File: config.mk
export PLATFORM = sky130hd
export DESIGN_NAME = tprb_readback
export DESIGN_NICKNAME = d
export VERILOG_FILES = /design/src/design/tprb_pkg.sv /design/src/design/tprb_readback.sv
export SDC_FILE = /design/constraint.sdc
export NUM_CORES = 1
export LEC_CHECK = 0
export ABC_AREA = 1
export BUFFER_PORTS_ARGS = -buffer_cell sky130_fd_sc_hd__buf_2
export CAP_MARGIN = 15
export CORE_UTILIZATION = 45
export DETAILED_ROUTE_END_ITERATION = 10
export HOLD_SLACK_MARGIN = 0.03
export PLACE_DENSITY_LB_ADDON = 0.2
export SYNTH_ARGS = -nofsm -noshare
export SYNTH_HDL_FRONTEND = slang
export SYNTH_SLANG_ARGS = --single-unit
File: constraint.sdc
create_clock -name core_clk -period 2.3 [get_ports core_clk]
set_input_delay 0.23 -clock core_clk [delete_from_list [all_inputs] [get_ports core_clk]]
set_output_delay 0.23 -clock core_clk [all_outputs]
set_load 0.02 [all_outputs]
File: src/design/tprb_pkg.sv
// transceiver analog-control readback: shared constants and carriers
// assumes one reconfiguration clock domain, no register bus
package tprb_pkg;
   // ---------------------------------------------------------------
   // sizing
   // ---------------------------------------------------------------
   localparam int TPRB_NUM_CH = 4;
   localparam int TPRB_CH_W = $clog2(TPRB_NUM_CH);
   localparam int TPRB_SWING_W = 3;
   localparam int TPRB_EMPH_W = 4;
   localparam int TPRB_EQ_W = 3;
   localparam int TPRB_FETCH_CYC = 4;
   localparam int TPRB_CNT_W = 3;
   localparam logic [TPRB_CNT_W-1:0] TPRB_FETCH_LAST =
      TPRB_CNT_W'(TPRB_FETCH_CYC - 1);
   localparam logic [TPRB_CNT_W-1:0] TPRB_CNT_ZERO = 3'h0;
   // ---------------------------------------------------------------
   // direction select codes
   // ---------------------------------------------------------------
   localparam logic [1:0] TPRB_DIR_RX = 2'h1;
   localparam logic [1:0] TPRB_DIR_TX = 2'h2;
   localparam logic [1:0] TPRB_DIR_DUPLEX = 2'h3;

   typedef struct packed {
      logic [TPRB_SWING_W-1:0] tx_swing;
      logic [TPRB_EMPH_W-1:0] tx_emph;
      logic [TPRB_EQ_W-1:0] rx_eq;
   } tprb_pma_t;

   localparam tprb_pma_t TPRB_PMA_ZERO = '0;

   typedef enum logic [1:0] {
      TPRB_IDLE,
      TPRB_FETCH,
      TPRB_DONE
   } tprb_state_t;
endpackage

File: src/design/tprb_readback.sv
// read side of the transceiver reconfiguration controller
// assumes requests and channel settings are on core_clk already
//
// Notes on behaviour
// - direction 10 returns transmit controls only
// - busy high while fetching settings
// - busy returns low at completion
// - data valid asserted on completion
// - fetched settings appear on one packed output, pma_out
// - channel select just wide enough
module tprb_readback
   import tprb_pkg::*;
(
   input wire logic core_clk,
   input wire logic rst_b,
   input wire logic [TPRB_CH_W-1:0] chan_addr,
   input wire logic [1:0] dir_sel,
   input wire logic rd_req,
   input wire tprb_pma_t chan_pma [TPRB_NUM_CH],
   output logic busy,
   output logic data_valid,
   output tprb_pma_t pma_out
);
   // ---------------------------------------------------------------
   // request capture and sequencing
   // ---------------------------------------------------------------
   tprb_state_t state_q, state_d;
   logic [TPRB_CNT_W-1:0] cnt_q, cnt_d;
   logic [TPRB_CH_W-1:0] ch_q, ch_d;
   logic [1:0] dir_q, dir_d;
   tprb_pma_t out_q, out_d;
   logic valid_q, valid_d;
   logic fetch_last;

   // last fetch cycle: the only edge that may load the result
   assign fetch_last = (state_q == TPRB_FETCH) && (cnt_q == TPRB_FETCH_LAST);

   // masks away the portion the requester did not ask for
   // code 00 is left undecoded and returns both portions, like duplex
   function automatic tprb_pma_t dir_mask(input tprb_pma_t v,
                                          input logic [1:0] d);
      tprb_pma_t r;
      r = v;
      if (d == TPRB_DIR_TX) begin
         r.rx_eq = '0;
      end
      if (d == TPRB_DIR_RX) begin
         r.tx_swing = '0;
         r.tx_emph = '0;
      end
      return r;
   endfunction

   always_comb begin
      state_d = state_q;
      cnt_d = cnt_q;
      ch_d = ch_q;
      dir_d = dir_q;
      out_d = out_q;
      valid_d = valid_q;
      case (state_q)
         TPRB_IDLE: begin
            // request latched here only, so busy-time pulses drop
            if (rd_req) begin
               state_d = TPRB_FETCH;
               cnt_d = TPRB_CNT_ZERO;
               ch_d = chan_addr;
               dir_d = dir_sel;
               valid_d = 1'b0;
            end
         end
         TPRB_FETCH: begin
            if (fetch_last) begin
               state_d = TPRB_DONE;
               out_d = dir_mask(chan_pma[ch_q], dir_q);
            end else begin
               cnt_d = cnt_q + 1'b1;
            end
         end
         TPRB_DONE: begin
            state_d = TPRB_IDLE;
            valid_d = 1'b1;
         end
         default: begin
            state_d = TPRB_IDLE;
         end
      endcase
   end

   always_ff @(posedge core_clk or negedge rst_b) begin
      if (!rst_b) begin
         state_q <= TPRB_IDLE;
         cnt_q <= TPRB_CNT_ZERO;
         ch_q <= '0;
         dir_q <= TPRB_DIR_DUPLEX;
         out_q <= TPRB_PMA_ZERO;
         valid_q <= 1'b0;
      end else begin
         state_q <= state_d;
         cnt_q <= cnt_d;
         ch_q <= ch_d;
         dir_q <= dir_d;
         out_q <= out_d;
         valid_q <= valid_d;
      end
   end

   assign busy = (state_q != TPRB_IDLE);
   assign data_valid = valid_q;
   assign pma_out = out_q;
endmodule

* After elaboration in Yosys (flattened, before gate mapping)
Cells that the tools add are included.
** Operators by class
- Add/subtract/negate cells :: 1
- Magnitude comparators :: 1
- Eq/ne operators :: 8
- Muxes and demuxes :: 13
- Bitwise operators :: 1
- Reduce and logical (&&, ||, !) cells :: 10
** Operators with widths (count)
- binary-select mux 10 bit (select 2 bit) :: 1
- 2-to-1 mux 10 bit :: 2
- 2-to-1 mux 3 bit :: 3
- AND reduction 2 bit :: 4
- 2-to-1 mux 7 bit :: 1
- inequality test 2 bit, second input constant :: 3
- one-hot mux 3 bit (2 select lines) :: 1
- nonzero test 2 bit :: 3
- equality test 2 x 1 -> 1 bit, second input constant :: 2
- equality test 2 bit, second input constant :: 2
- 2-to-1 mux 2 bit :: 2
- one-hot mux 2 bit (2 select lines) :: 1
- adder 3 x 1 -> 3 bit, second input constant :: 1
- equality test 3 x 2 -> 1 bit, second input constant :: 1
- greater-or-equal comparator 3 bit, second input constant :: 1
- NOT 2 -> 3 bit :: 1
- AND reduction 3 bit :: 1
- logical NOT 2 bit :: 1
- one-hot mux 1 bit (2 select lines) :: 1
- logical AND 1 bit :: 1
- 2-to-1 mux 1 bit :: 1
** Word-level totals
- Bits in registers :: 20
- Output and inout bits :: 12

* Depth between registers and ports, before layout
Gate-level depths: netlist (run 1).
- Depth in word-level cells :: 5
- Mapped depth :: 7
- Mapped depth without buffers :: 7

* Worst setup path after synthesis (run 1)
No wires, ideal clock.
- Kind :: reg-to-reg
- Start :: register cnt_q[0]
- End :: register out_q, in the netlist pma_out[1]
- Data arrival time :: 1.176 ns
- Data required time :: 2.235 ns
- Path slack :: 1.060 ns
- Cell stages (with the launch flop) :: 7
- Buffers on the path :: 1
- Path through :: dfrtp_1 -> ha_1 -> ha_1 -> nand3_2 -> buf_2 -> nand2_1 -> nand2_1
** Between the ends
- Word-level cells in the longest chain between the ends :: 3
** RTL lines
- start, declared :: line tprb_readback.sv:28 : logic [TPRB_CNT_W-1:0] cnt_q, cnt_d;
- start signal, assigned :: line tprb_readback.sv:100 : cnt_q <= cnt_d;
- equality test 3 x 2 -> 1 bit :: line tprb_readback.sv:36 : assign fetch_last = (state_q == TPRB_FETCH) && (cnt_q == TPRB_FETCH_LAST);
- logical AND 1 bit :: line tprb_readback.sv:36
- AND reduction 2 bit (no source line)
- end signal, assigned :: line tprb_readback.sv:103 : out_q <= out_d;
- end, declared :: line tprb_readback.sv:31 : tprb_pma_t out_q, out_d;
No other way between the ends.
A chain may end at the register's enable or synchronous reset.

* Worst setup path after layout (run 1)
- Start :: register ch_q[0]
- End :: register out_q, in the netlist pma_out[7]
** Between the ends
- Word-level cells in the longest chain between the ends :: 5
** RTL lines
- start, declared :: line tprb_readback.sv:29 : logic [TPRB_CH_W-1:0] ch_q, ch_d;
- start signal, assigned :: line tprb_readback.sv:101 : ch_q <= ch_d;
- NOT 2 -> 3 bit (not written as such) :: line tprb_readback.sv:75 : out_d = dir_mask(chan_pma[ch_q], dir_q);
- binary-select mux 10 bit (select 2 bit) :: line tprb_readback.sv:75
- 2-to-1 mux 10 bit (not written as such) (2 in series) :: line tprb_readback.sv:75
- 2-to-1 mux 7 bit :: line tprb_readback.sv:47 : if (d == TPRB_DIR_RX) begin
No other way between the ends. The select of a mux whose other input is x is not followed.

==> results.sh, run 1 <==
export IMPL_status="complete, no violations"
export IMPL_rsz0062_at_grt="no"
export IMPL_path_class="flip-flop to flip-flop"
export IMPL_firstDrtPassIters=5
export IMPL_fp_dieW_um=51.8
export IMPL_worst_ep_required_time_ns=2.49
export IMPL_routabilityCongestion=0.778
export IMPL_grt_total_usage_pct=22.4
export IMPL_start_kind="flip-flop"
export IMPL_hold_path_end="dir_q[0]"
export IMPL_critPathMaxFanout=21
export IMPL_drc=0
export IMPL_r2r_cells=5
export IMPL_final_common_cell="nand2_1"
export IMPL_postSynthCellCount=156
export IMPL_timing_rr_start="ch_q[0]"
export IMPL_cpPeakStageDelay_ns=0.72
export IMPL_fin_tns_setup_ns=0
export IMPL_finClkSkew_ns=0.00670
export IMPL_wire_per_inst_um=10.7
export IMPL_r2r_setup_slack_ns=0.62
export IMPL_area_delta_synth_final_pct=30.2
export IMPL_die_h_um=51.8
export IMPL_postCtsSetupBuffers=0
export IMPL_hold_viol=0
export IMPL_ys_ff_latch=20
export IMPL_wl_um=2580
export IMPL_portBuffers=58
export IMPL_arrival_ns=1.87
export IMPL_clkTransAtPathRegs_ns=0.11
export IMPL_yosysWarnings=0
export IMPL_n_antenna_cell=0
export IMPL_ctsHoldBuffers=1
export IMPL_synthDistinctLibCells=16
export IMPL_ir_drop_v=0.000722
export IMPL_gr_usage_met1_pct=31.2
export IMPL_crit_chain="inv_1 -> nand2_1 -> nand3_1 -> nand3_1 -> nand2_1"
export IMPL_maxCapViolCount=0
export IMPL_met3_usage_pct=3.51
export IMPL_path_buf_inv=1
export IMPL_core_area_um2=2280
export IMPL_vias_per_cell=4.85
export IMPL_final_setup_viol_count=0
export IMPL_place_hpwl_um=2040
export IMPL_synth_cell_area_um2=1120
export IMPL_worstSetupEndpointType="flip-flop"
export IMPL_pin_count=59
export IMPL_layout_common_cells="69 x nand2_1, 58 x buf_2, 33 x nand3_1"
export IMPL_antenna_found_initial=0
export IMPL_finalCriticalPeriod_ns=1.68
export IMPL_grt_start_max_net_pins=22
export IMPL_antenna_left=0
export IMPL_r2r_end="pma_out[7]"
export IMPL_fmax_mhz=596
export IMPL_whs_path_depth=3
export IMPL_root_buffer="clkbuf_4"
export IMPL_min_from="dir_sel[0]"
export IMPL_htree_levels=1
export IMPL_fin_crit_sh_pct=72.9
export IMPL_cts_made_buffers=3
export IMPL_grt_overflow=0
export IMPL_layout_drive_gt1_share_pct=33.0
export IMPL_syn_area_per_cell_um2=7.15
export IMPL_leakagePower_nw=0.830
export IMPL_drt_iter0_markers=26
export IMPL_layout_nets=262
export IMPL_cts_buffer_depth=2
export IMPL_cp_slowest_cell="dfrtp_1"
export IMPL_syn_nets=205
export IMPL_worst_slew_pin_slew_ns=0.571
export IMPL_slew_limit_headroom_pct=61.9
export IMPL_start_util_pct=49.0
export IMPL_post_route_util_pct=63.8
export IMPL_vias=1165
export IMPL_grt_pass1_vias=1090
export IMPL_die_area_um2=2680
export IMPL_num_rows=17
export IMPL_multi_input_area_um2=541
export IMPL_seq_area_um2=503
export IMPL_ctsResizeCount=0
export IMPL_hold_path_class="primary input to flip-flop"
export IMPL_grt_pass1_wl_um=4490
export IMPL_clk_latency_ns=0.30
export IMPL_tritoncts="done"
export IMPL_clock_sinks=20
export IMPL_powerDensity_nw_per_um2=1190
export IMPL_grt_busiest_layer="met2"
export IMPL_num_fill_cells=215
export IMPL_slew_violations=0
export IMPL_gr_usage_met2_pct=35.5
export IMPL_yosysSeqAreaShare_pct=45.1
export IMPL_crit_family="flip-flops"
## registers in the layout, indices dropped and copies added (netlist names)
register / cells
dir_q: 2
state_q: 2
data_valid: 1
cnt_q: 3
ch_q: 2
pma_out: 10
## where the power goes
part	switching, W	internal, W	leakage (nW)
Clock	0.000103	0.0000965	0.0210
Sequential	0.000153	0.000520	0.248
Combinational	0.000550	0.000308	0.561
## cells in the mapped netlist (all sizes together)
cell type  number  area share [%]
buf             7             3.1
o21ai           7             3.1
ha              2             2.2
inv            10             3.4
nor2            4             2.2
nand4           1            0.56
nand2          69              23
nand3          35              17
dfrtp          18              40
dfstp           2             4.7
nor3            1            0.45
## worst reg2reg max path, delay by kind of cell, from the launching register on
kind,cells,cell delay (ns)
buffers and inverters,1,0.45
AND/OR/NAND/NOR,4,0.40
flip-flops,1,0.72
## kinds of logic after synthesis
family | count (synthesis) | synth area share (%)
compound gates | 7 | 3.14
fa+ha+maj | 2 | 2.24
buf+inv | 17 | 6.50
flops | 20 | 45.1
simple gates | 110 | 43.1
## worst max path at each step
stage | start | end | slack (ns) | cells after the start
2_1_floorplan | cnt_q[0] | pma_out[1] | 1.06 | 6
3_3_place_gp | ch_q[0] | pma_out[1] | 0.69 | 5
3_5_place_dp | ch_q[0] | pma_out[0] | 0.64 | 5
4_1_cts | ch_q[0] | pma_out[0] | 0.62 | 5
5_1_grt | ch_q[0] | pma_out[3] | 0.36 | 5
6_report | ch_q[0] | pma_out[7] | 0.62 | 5
## final cells by class
cell class / instances / share of cell area (%)
inverter: 10 / 2.58
clock buffer: 4 / 2.50
tap: 28 / 2.41
multi-input combinational: 119 / 37.2
timing repair buffer: 59 / 20.7
sequential: 20 / 34.6
## through the flow
stage / cells / hold slack (ns) / worst slack [ns] / instance area, µm² / power, W
final: 240 / 0.123 / 0.622 / 1450 / 0.00173
after global routing: 240 / 0.126 / 0.364 / 1450 / 0.00191
after CTS: 240 / 0.124 / 0.624 / 1450 / 0.00175
after detailed placement: 235 / 0.197 / 0.642 / 1410 / 0.00155
after global placement: 235 / 0.196 / 0.687 / 1410 / 0.00151
after floorplan: 156 / -0.0656 / 1.06 / 1120 / 0.00130
## routing by layer
layer  routed length (µm)  up-vias
met4                   14        0
li1                     -      613
met1                 1230      499
met3                  180        2
met5                    0        -
met2                 1150       51
Note: power is estimated with default switching activity, not from simulation.
==> run 2: changes to the inputs <==
--- a/config.mk
+++ b/config.mk
@@ -5,10 +5,11 @@
 export SDC_FILE = /design/constraint.sdc
 export NUM_CORES = 1
 export LEC_CHECK = 0
-export ABC_AREA = 1
+export ABC_AREA = 0
 export BUFFER_PORTS_ARGS = -buffer_cell sky130_fd_sc_hd__buf_2
 export CAP_MARGIN = 15
-export CORE_UTILIZATION = 45
+export CORE_ASPECT_RATIO = 0.5
+export CORE_UTILIZATION = 39
 export DETAILED_ROUTE_END_ITERATION = 10
 export HOLD_SLACK_MARGIN = 0.03
 export PLACE_DENSITY_LB_ADDON = 0.2
==> constraint.sdc (replaced) <==
create_clock -name core_clk -period 1.4 [get_ports core_clk]
set_input_delay 0.14 -clock core_clk [delete_from_list [all_inputs] [get_ports core_clk]]
set_output_delay 0.14 -clock core_clk [all_outputs]
set_load 0.02 [all_outputs]
==> results.sh, run 2 <==
export IMPL_synthDistinctLibCells=20
export IMPL_finalCriticalPeriod_ns=1.45
export IMPL_clkTransAtPathRegs_ns=0.07
export IMPL_finClkSkew_ns=0.00180
export IMPL_vias_per_cell=5.07
export IMPL_yosysWarnings=0
export IMPL_grt_pass1_wl_um=3850
export IMPL_wl_um=2350
export IMPL_hold_path_end="dir_q[0]"
export IMPL_post_route_util_pct=64.8
export IMPL_maxCapViolCount=0
export IMPL_synthTopCellsByArea="dfrtp_1 43%, mux4_2 19%, a22o_1 9.2%, dfstp_2 5.0%, mux2_2 4.3%"
export IMPL_final_common_cell="buf_2"
export IMPL_critPathMaxFanout=5
export IMPL_fin_crit_sh_pct=103
export IMPL_vias=902
export IMPL_num_rows=12
export IMPL_routabilityCongestion=0.799
export IMPL_syn_area_per_cell_um2=14.1
export IMPL_fmax_mhz=691
export IMPL_clk_latency_ns=0.26
export IMPL_setup_ws_ns=-0.0477
export IMPL_synth_cell_area_um2=1040
export IMPL_r2r_setup_slack_ns=-0.05
export IMPL_firstDrtPassIters=4
export IMPL_status="finished, violations left"
export IMPL_ys_ff_latch=20
export IMPL_largest_reg_flops=10
export IMPL_hold_path_class="primary input to flip-flop"
export IMPL_clock_sinks=20
export IMPL_worst_ep_required_time_ns=1.55
export IMPL_grt_overflow=0
export IMPL_slew_limit_headroom_pct=70.7
export IMPL_area_delta_synth_final_pct=47.1
export IMPL_tritoncts="done"
export IMPL_whs_path_depth=2
export IMPL_grt_start_max_net_pins=21
export IMPL_fin_tns_setup_ns=-0.306
export IMPL_grt_total_usage_pct=18.9
export IMPL_yosysSeqAreaShare_pct=48.1
export IMPL_r2r_end="pma_out[3]"
export IMPL_start_util_pct=44.0
export IMPL_drt_iter0_markers=21
export IMPL_min_from="dir_sel[0]"
export IMPL_die_h_um=38.6
export IMPL_slew_violations=0
export IMPL_root_buffer="clkbuf_8"
export IMPL_yosysTopAreaCellShare_pct=43.1
export IMPL_grt_pass1_vias=900
export IMPL_powerDensity_nw_per_um2=2060
export IMPL_place_hpwl_um=1910
export IMPL_yosys_area_top_type="dfrtp_1"
export IMPL_pin_count=59
export IMPL_violations="negative setup slack"
export IMPL_final_setup_viol_count=10
export IMPL_n_antenna_cell=0
export IMPL_syn_nets=123
export IMPL_start_kind="flip-flop"
export IMPL_die_area_um2=2900
export IMPL_hold_viol=0
export IMPL_r2r_cells=5
export IMPL_cts_buffer_depth=2
export IMPL_wire_per_inst_um=13.2
export IMPL_async_flop_share_pct=100
export IMPL_ir_drop_v=0.000872
export IMPL_arrival_ns=1.60
export IMPL_htree_levels=1
export IMPL_worst_slew_pin_slew_ns=0.440
export IMPL_worstSetupEndpointType="flip-flop"
export IMPL_layout_common_cells="58 x buf_2, 18 x dfrtp_1, 11 x a22o_1"
export IMPL_drc=0
export IMPL_synth_common_cells="18 x dfrtp_1, 11 x a22o_1, 9 x mux4_2"
export IMPL_yosysMostFrequentCell="dfrtp_1"
export IMPL_leakagePower_nw=0.767
export IMPL_antenna_found_initial=0
export IMPL_layout_drive_gt1_share_pct=64.3
export IMPL_cts_made_buffers=3
export IMPL_layout_nets=193
export IMPL_synth_edf_count=0
export IMPL_synthFlopType="dfrtp_1"
export IMPL_antenna_left=0
export IMPL_core_area_um2=2370
export IMPL_fp_dieW_um=75.2
export IMPL_postSynthCellCount=74
export IMPL_path_class="flip-flop to flip-flop"
export IMPL_portBuffers=58
export IMPL_rsz0062_at_grt="yes"
export IMPL_timing_rr_start="cnt_q[0]"
run 2: cell count changes after synthesis, sizes merged, moves of 4 or more:
| cell | before | now |
|---|---|---|
| a22o | 0 | 11 |
| nand2 | 69 | 0 |
| mux2 | 0 | 4 |
| a21oi | 0 | 4 |
| buf | 7 | 3 |
| nand3 | 35 | 0 |
| mux4 | 0 | 10 |
run 2: how the worst max path moves through the flow:
stage / startpoint / endpoint / slack, ns / cells past startpoint
finish: cnt_q[0] / pma_out[3] / -0.05 / 5
global route: cnt_q[1] / pma_out[1] / -0.13 / 5
CTS: cnt_q[0] / pma_out[4] / -0.04 / 5
detailed placement: cnt_q[0] / pma_out[9] / -0.06 / 5
global placement: cnt_q[0] / cnt_q[1] / -0.02 / 4
floorplan: cnt_q[0] / cnt_q[2] / 0.007 / 4
run 2: metrics by stage:
step	power (W)	hold WS, ns	setup WS (ns)	cell area [µm²]	instances
floorplan	0.00214	-0.156	0.00679	1050	74
global placement	0.00266	0.107	-0.0234	1440	172
detailed placement	0.00270	0.113	-0.0595	1440	172
CTS	0.00317	0.103	-0.0415	1530	178
global route	0.00339	0.101	-0.133	1540	178
finish	0.00317	0.108	-0.0477	1540	178
run 2: repair_timing:
item	in CTS	in global routing
hold buffers	1	0
endpoints found under the setup margin	14	14
endpoints found under the hold margin	18	0
setup buffers	1	0
pin swaps	0	3
gates resized for setup	6	4
run 2: cell families after synthesis:
family / Yosys count / synth area share (%)
flip-flops: 20 / 48.1
AO/OA/AOI/OAI: 19 / 13.1
buffers and inverters: 10 / 4.55
multiplexers: 14 / 26.2
adder cells (fa/ha/maj): 2 / 2.39
AND/OR/NAND/NOR: 9 / 5.63
run 2: final cells by class:
| type | instances | area, µm² |
|---|---|---|
| Clock buffer | 4 | 45.0 |
| Fill cell | 201 | 836 |
| Inverter | 7 | 26.3 |
| Multi-Input combinational cell | 44 | 534 |
| Sequential cell | 20 | 503 |
| Tap cell | 35 | 43.8 |
| Timing Repair Buffer | 68 | 384 |
run 2: worst max-delay path: stages (launching register included):
cell,delay (ns)
dfrtp_1,0.35
ha_2,0.20
ha_4,0.15
nand3b_1,0.20
buf_4,0.23
a22o_1,0.22
run 2: per-layer routing:
layer	GRT usage [%]	share of wire [%]	vias to the layer above
met5	0	0	-
met4	5.56	1.1	0
met3	5.99	7.0	5
met2	31.3	48	34
met1	24.4	44	437
li1	-	-	426
run 2: where the power goes:
part           total [W]  internal (W)  switching [W]
clock           0.000390      0.000203       0.000187
sequential       0.00109      0.000869       0.000221
combinational    0.00169      0.000935       0.000754
total            0.00317       0.00201        0.00116
==> run 3: changes to the inputs <==
--- a/config.mk
+++ b/config.mk
@@ -13,6 +13,7 @@
 export DETAILED_ROUTE_END_ITERATION = 10
 export HOLD_SLACK_MARGIN = 0.03
 export PLACE_DENSITY_LB_ADDON = 0.2
+export SETUP_SLACK_MARGIN = 0.4
 export SYNTH_ARGS = -nofsm -noshare
 export SYNTH_HDL_FRONTEND = slang
 export SYNTH_SLANG_ARGS = --single-unit
==> results.sh, run 3 (synthesis gave the netlist of run 2 again) <==
export IMPL_worst_slew_pin_slew_ns=0.444
export IMPL_met1_length_um=1300
export IMPL_ir_drop_v=0.000998
export IMPL_grt_total_usage_pct=20.7
export IMPL_pin_count=59
export IMPL_antenna_found_initial=0
export IMPL_arrival_ns=1.65
export IMPL_worstSetupEndpointType="flip-flop"
export IMPL_wl_met2_um=1340
export IMPL_cts_made_buffers=3
export IMPL_hold_path_class="primary input to flip-flop"
export IMPL_grt_pass1_vias=966
export IMPL_setup_ws_ns=-0.0504
export IMPL_htree_levels=1
export IMPL_slew_limit_headroom_pct=70.4
export IMPL_tritoncts="done"
export IMPL_final_common_cell="buf_2"
export IMPL_area_delta_synth_final_pct=66.5
export IMPL_violations="negative setup slack"
export IMPL_firstDrtPassIters=4
export IMPL_core_area_um2=2370
export IMPL_antenna_left=0
export IMPL_stdcell_area_um2=1740
export IMPL_fin_crit_sh_pct=104
export IMPL_die_area_um2=2900
export IMPL_vias_per_cell=5.05
export IMPL_slew_violations=0
export IMPL_fin_tns_setup_ns=-0.354
export IMPL_clock_sinks=20
export IMPL_critPathMaxFanout=4
export IMPL_cts_buffer_depth=2
export IMPL_leakagePower_nw=0.866
export IMPL_final_setup_viol_count=9
export IMPL_clkTransAtPathRegs_ns=0.08
export IMPL_placed_cell_area_um2=1470
export IMPL_drc=0
export IMPL_highest_layer="met4"
export IMPL_drt_iter0_markers=19
export IMPL_num_rows=12
export IMPL_finalCriticalPeriod_ns=1.45
export IMPL_hold_worst_slack_ns=0.0990
export IMPL_wl_met3_um=150
export IMPL_layout_nets=202
export IMPL_n_antenna_cell=0
export IMPL_root_buffer="clkbuf_8"
export IMPL_path_class="flip-flop to flip-flop"
export IMPL_place_hpwl_um=1930
export IMPL_portBuffers=58
export IMPL_hold_viol=0
export IMPL_grt_start_max_net_pins=21
export IMPL_crit_chain="ha_2 -> ha_4 -> buf_4 -> or4_1 -> o21ai_1"
export IMPL_layout_drive_gt1_share_pct=71.7
export IMPL_worst_ep_required_time_ns=1.60
export IMPL_start_util_pct=44.0
export IMPL_finClkSkew_ns=0.00626
export IMPL_routabilityCongestion=0.784
export IMPL_start_kind="flip-flop"
export IMPL_wire_per_inst_um=15.1
export IMPL_stdcell_count=187
export IMPL_dp_cells=172
export IMPL_cpPeakStageDelay_ns=0.40
export IMPL_vias=945
export IMPL_maxCapViolCount=0
export IMPL_fmax_mhz=689
export IMPL_wl_um=2820
export IMPL_fp_dieW_um=75.2
export IMPL_grt_pass1_wl_um=4150
export IMPL_layout_common_cells="57 x buf_2, 17 x dfrtp_1, 11 x a22o_1"
export IMPL_grt_overflow=0
export IMPL_powerDensity_nw_per_um2=2210
export IMPL_status="finished, violations left"
export IMPL_clk_latency_ns=0.26
export IMPL_cp_slowest_cell="dfrtp_1"
export IMPL_die_h_um=38.6
export IMPL_largest_reg_flops=10
export IMPL_rsz0062_at_grt="yes"
==> run 3: worst paths after layout <==
kind,from,end,slack [ns],cells past startpoint
worst max-delay path,cnt_q[1],cnt_q[2],-0.05,5
min in group asynchronous,rst_b,pma_out[1],0.35,2
max in group asynchronous,rst_b,dir_q[1],0.72,2
worst max register to register,cnt_q[1],cnt_q[2],-0.05,5
worst min register to register,data_valid,data_valid,0.49,1
worst min-delay path,dir_sel[0],dir_q[0],0.1,2
==> run 3: layout make-up <==
class / instances / area [µm²]
Multi-Input combinational cell: 44 / 592
Clock buffer: 3 / 41.3
Clock inverter: 1 / 30.0
Sequential cell: 20 / 504
Tap cell: 35 / 43.8
Inverter: 7 / 26.3
Fill cell: 164 / 633
Timing Repair Buffer: 77 / 502
==> run 3: stage by stage <==
step                      total power [W]  utilization, %  setup WS [ns]
after floorplan                   0.00222               -         0.0726
after global placement            0.00274            61.9         0.0178
after detailed placement          0.00277            61.9        -0.0438
after CTS                         0.00357            69.1        -0.0584
after global routing              0.00404            73.3        -0.0878
final                             0.00384            73.3        -0.0504
==> run 3: critical path, delay by kind of cell, from the launching register on <==
family                     cells  cell delay (ns)
buffers and inverters          1             0.13
adders and majority gates      2             0.38
and+or+nand+nor                1             0.40
DFF                            1             0.40
AOI/OAI and AO/OA              1             0.08
==> run 3: routing by layer <==
layer / global-route usage [%] / vias up
met5: 0 / -
met4: 7.87 / 0
met3: 6.77 / 4
met2: 32.2 / 39
met1: 27.5 / 457
li1: - / 445
==> run 3: report_power, final <==
| group | switching [W] | internal, W |
|---|---|---|
| clock | 0.000208 | 0.000382 |
| sequential | 0.000244 | 0.000872 |
| combinational | 0.000891 | 0.00124 |
| total | 0.00134 | 0.00250 |
==> run 3: timing repair <==
| action | CTS | global route |
|---|---|---|
| cloned | 0 | 1 |
| resized for setup | 14 | 12 |
| hold endpoints to repair | 18 | 0 |
| pin swaps | 7 | 11 |
| setup buffers | 5 | 4 |
| hold buffers | 1 | 0 |
| setup endpoints to repair | 20 | 21 |
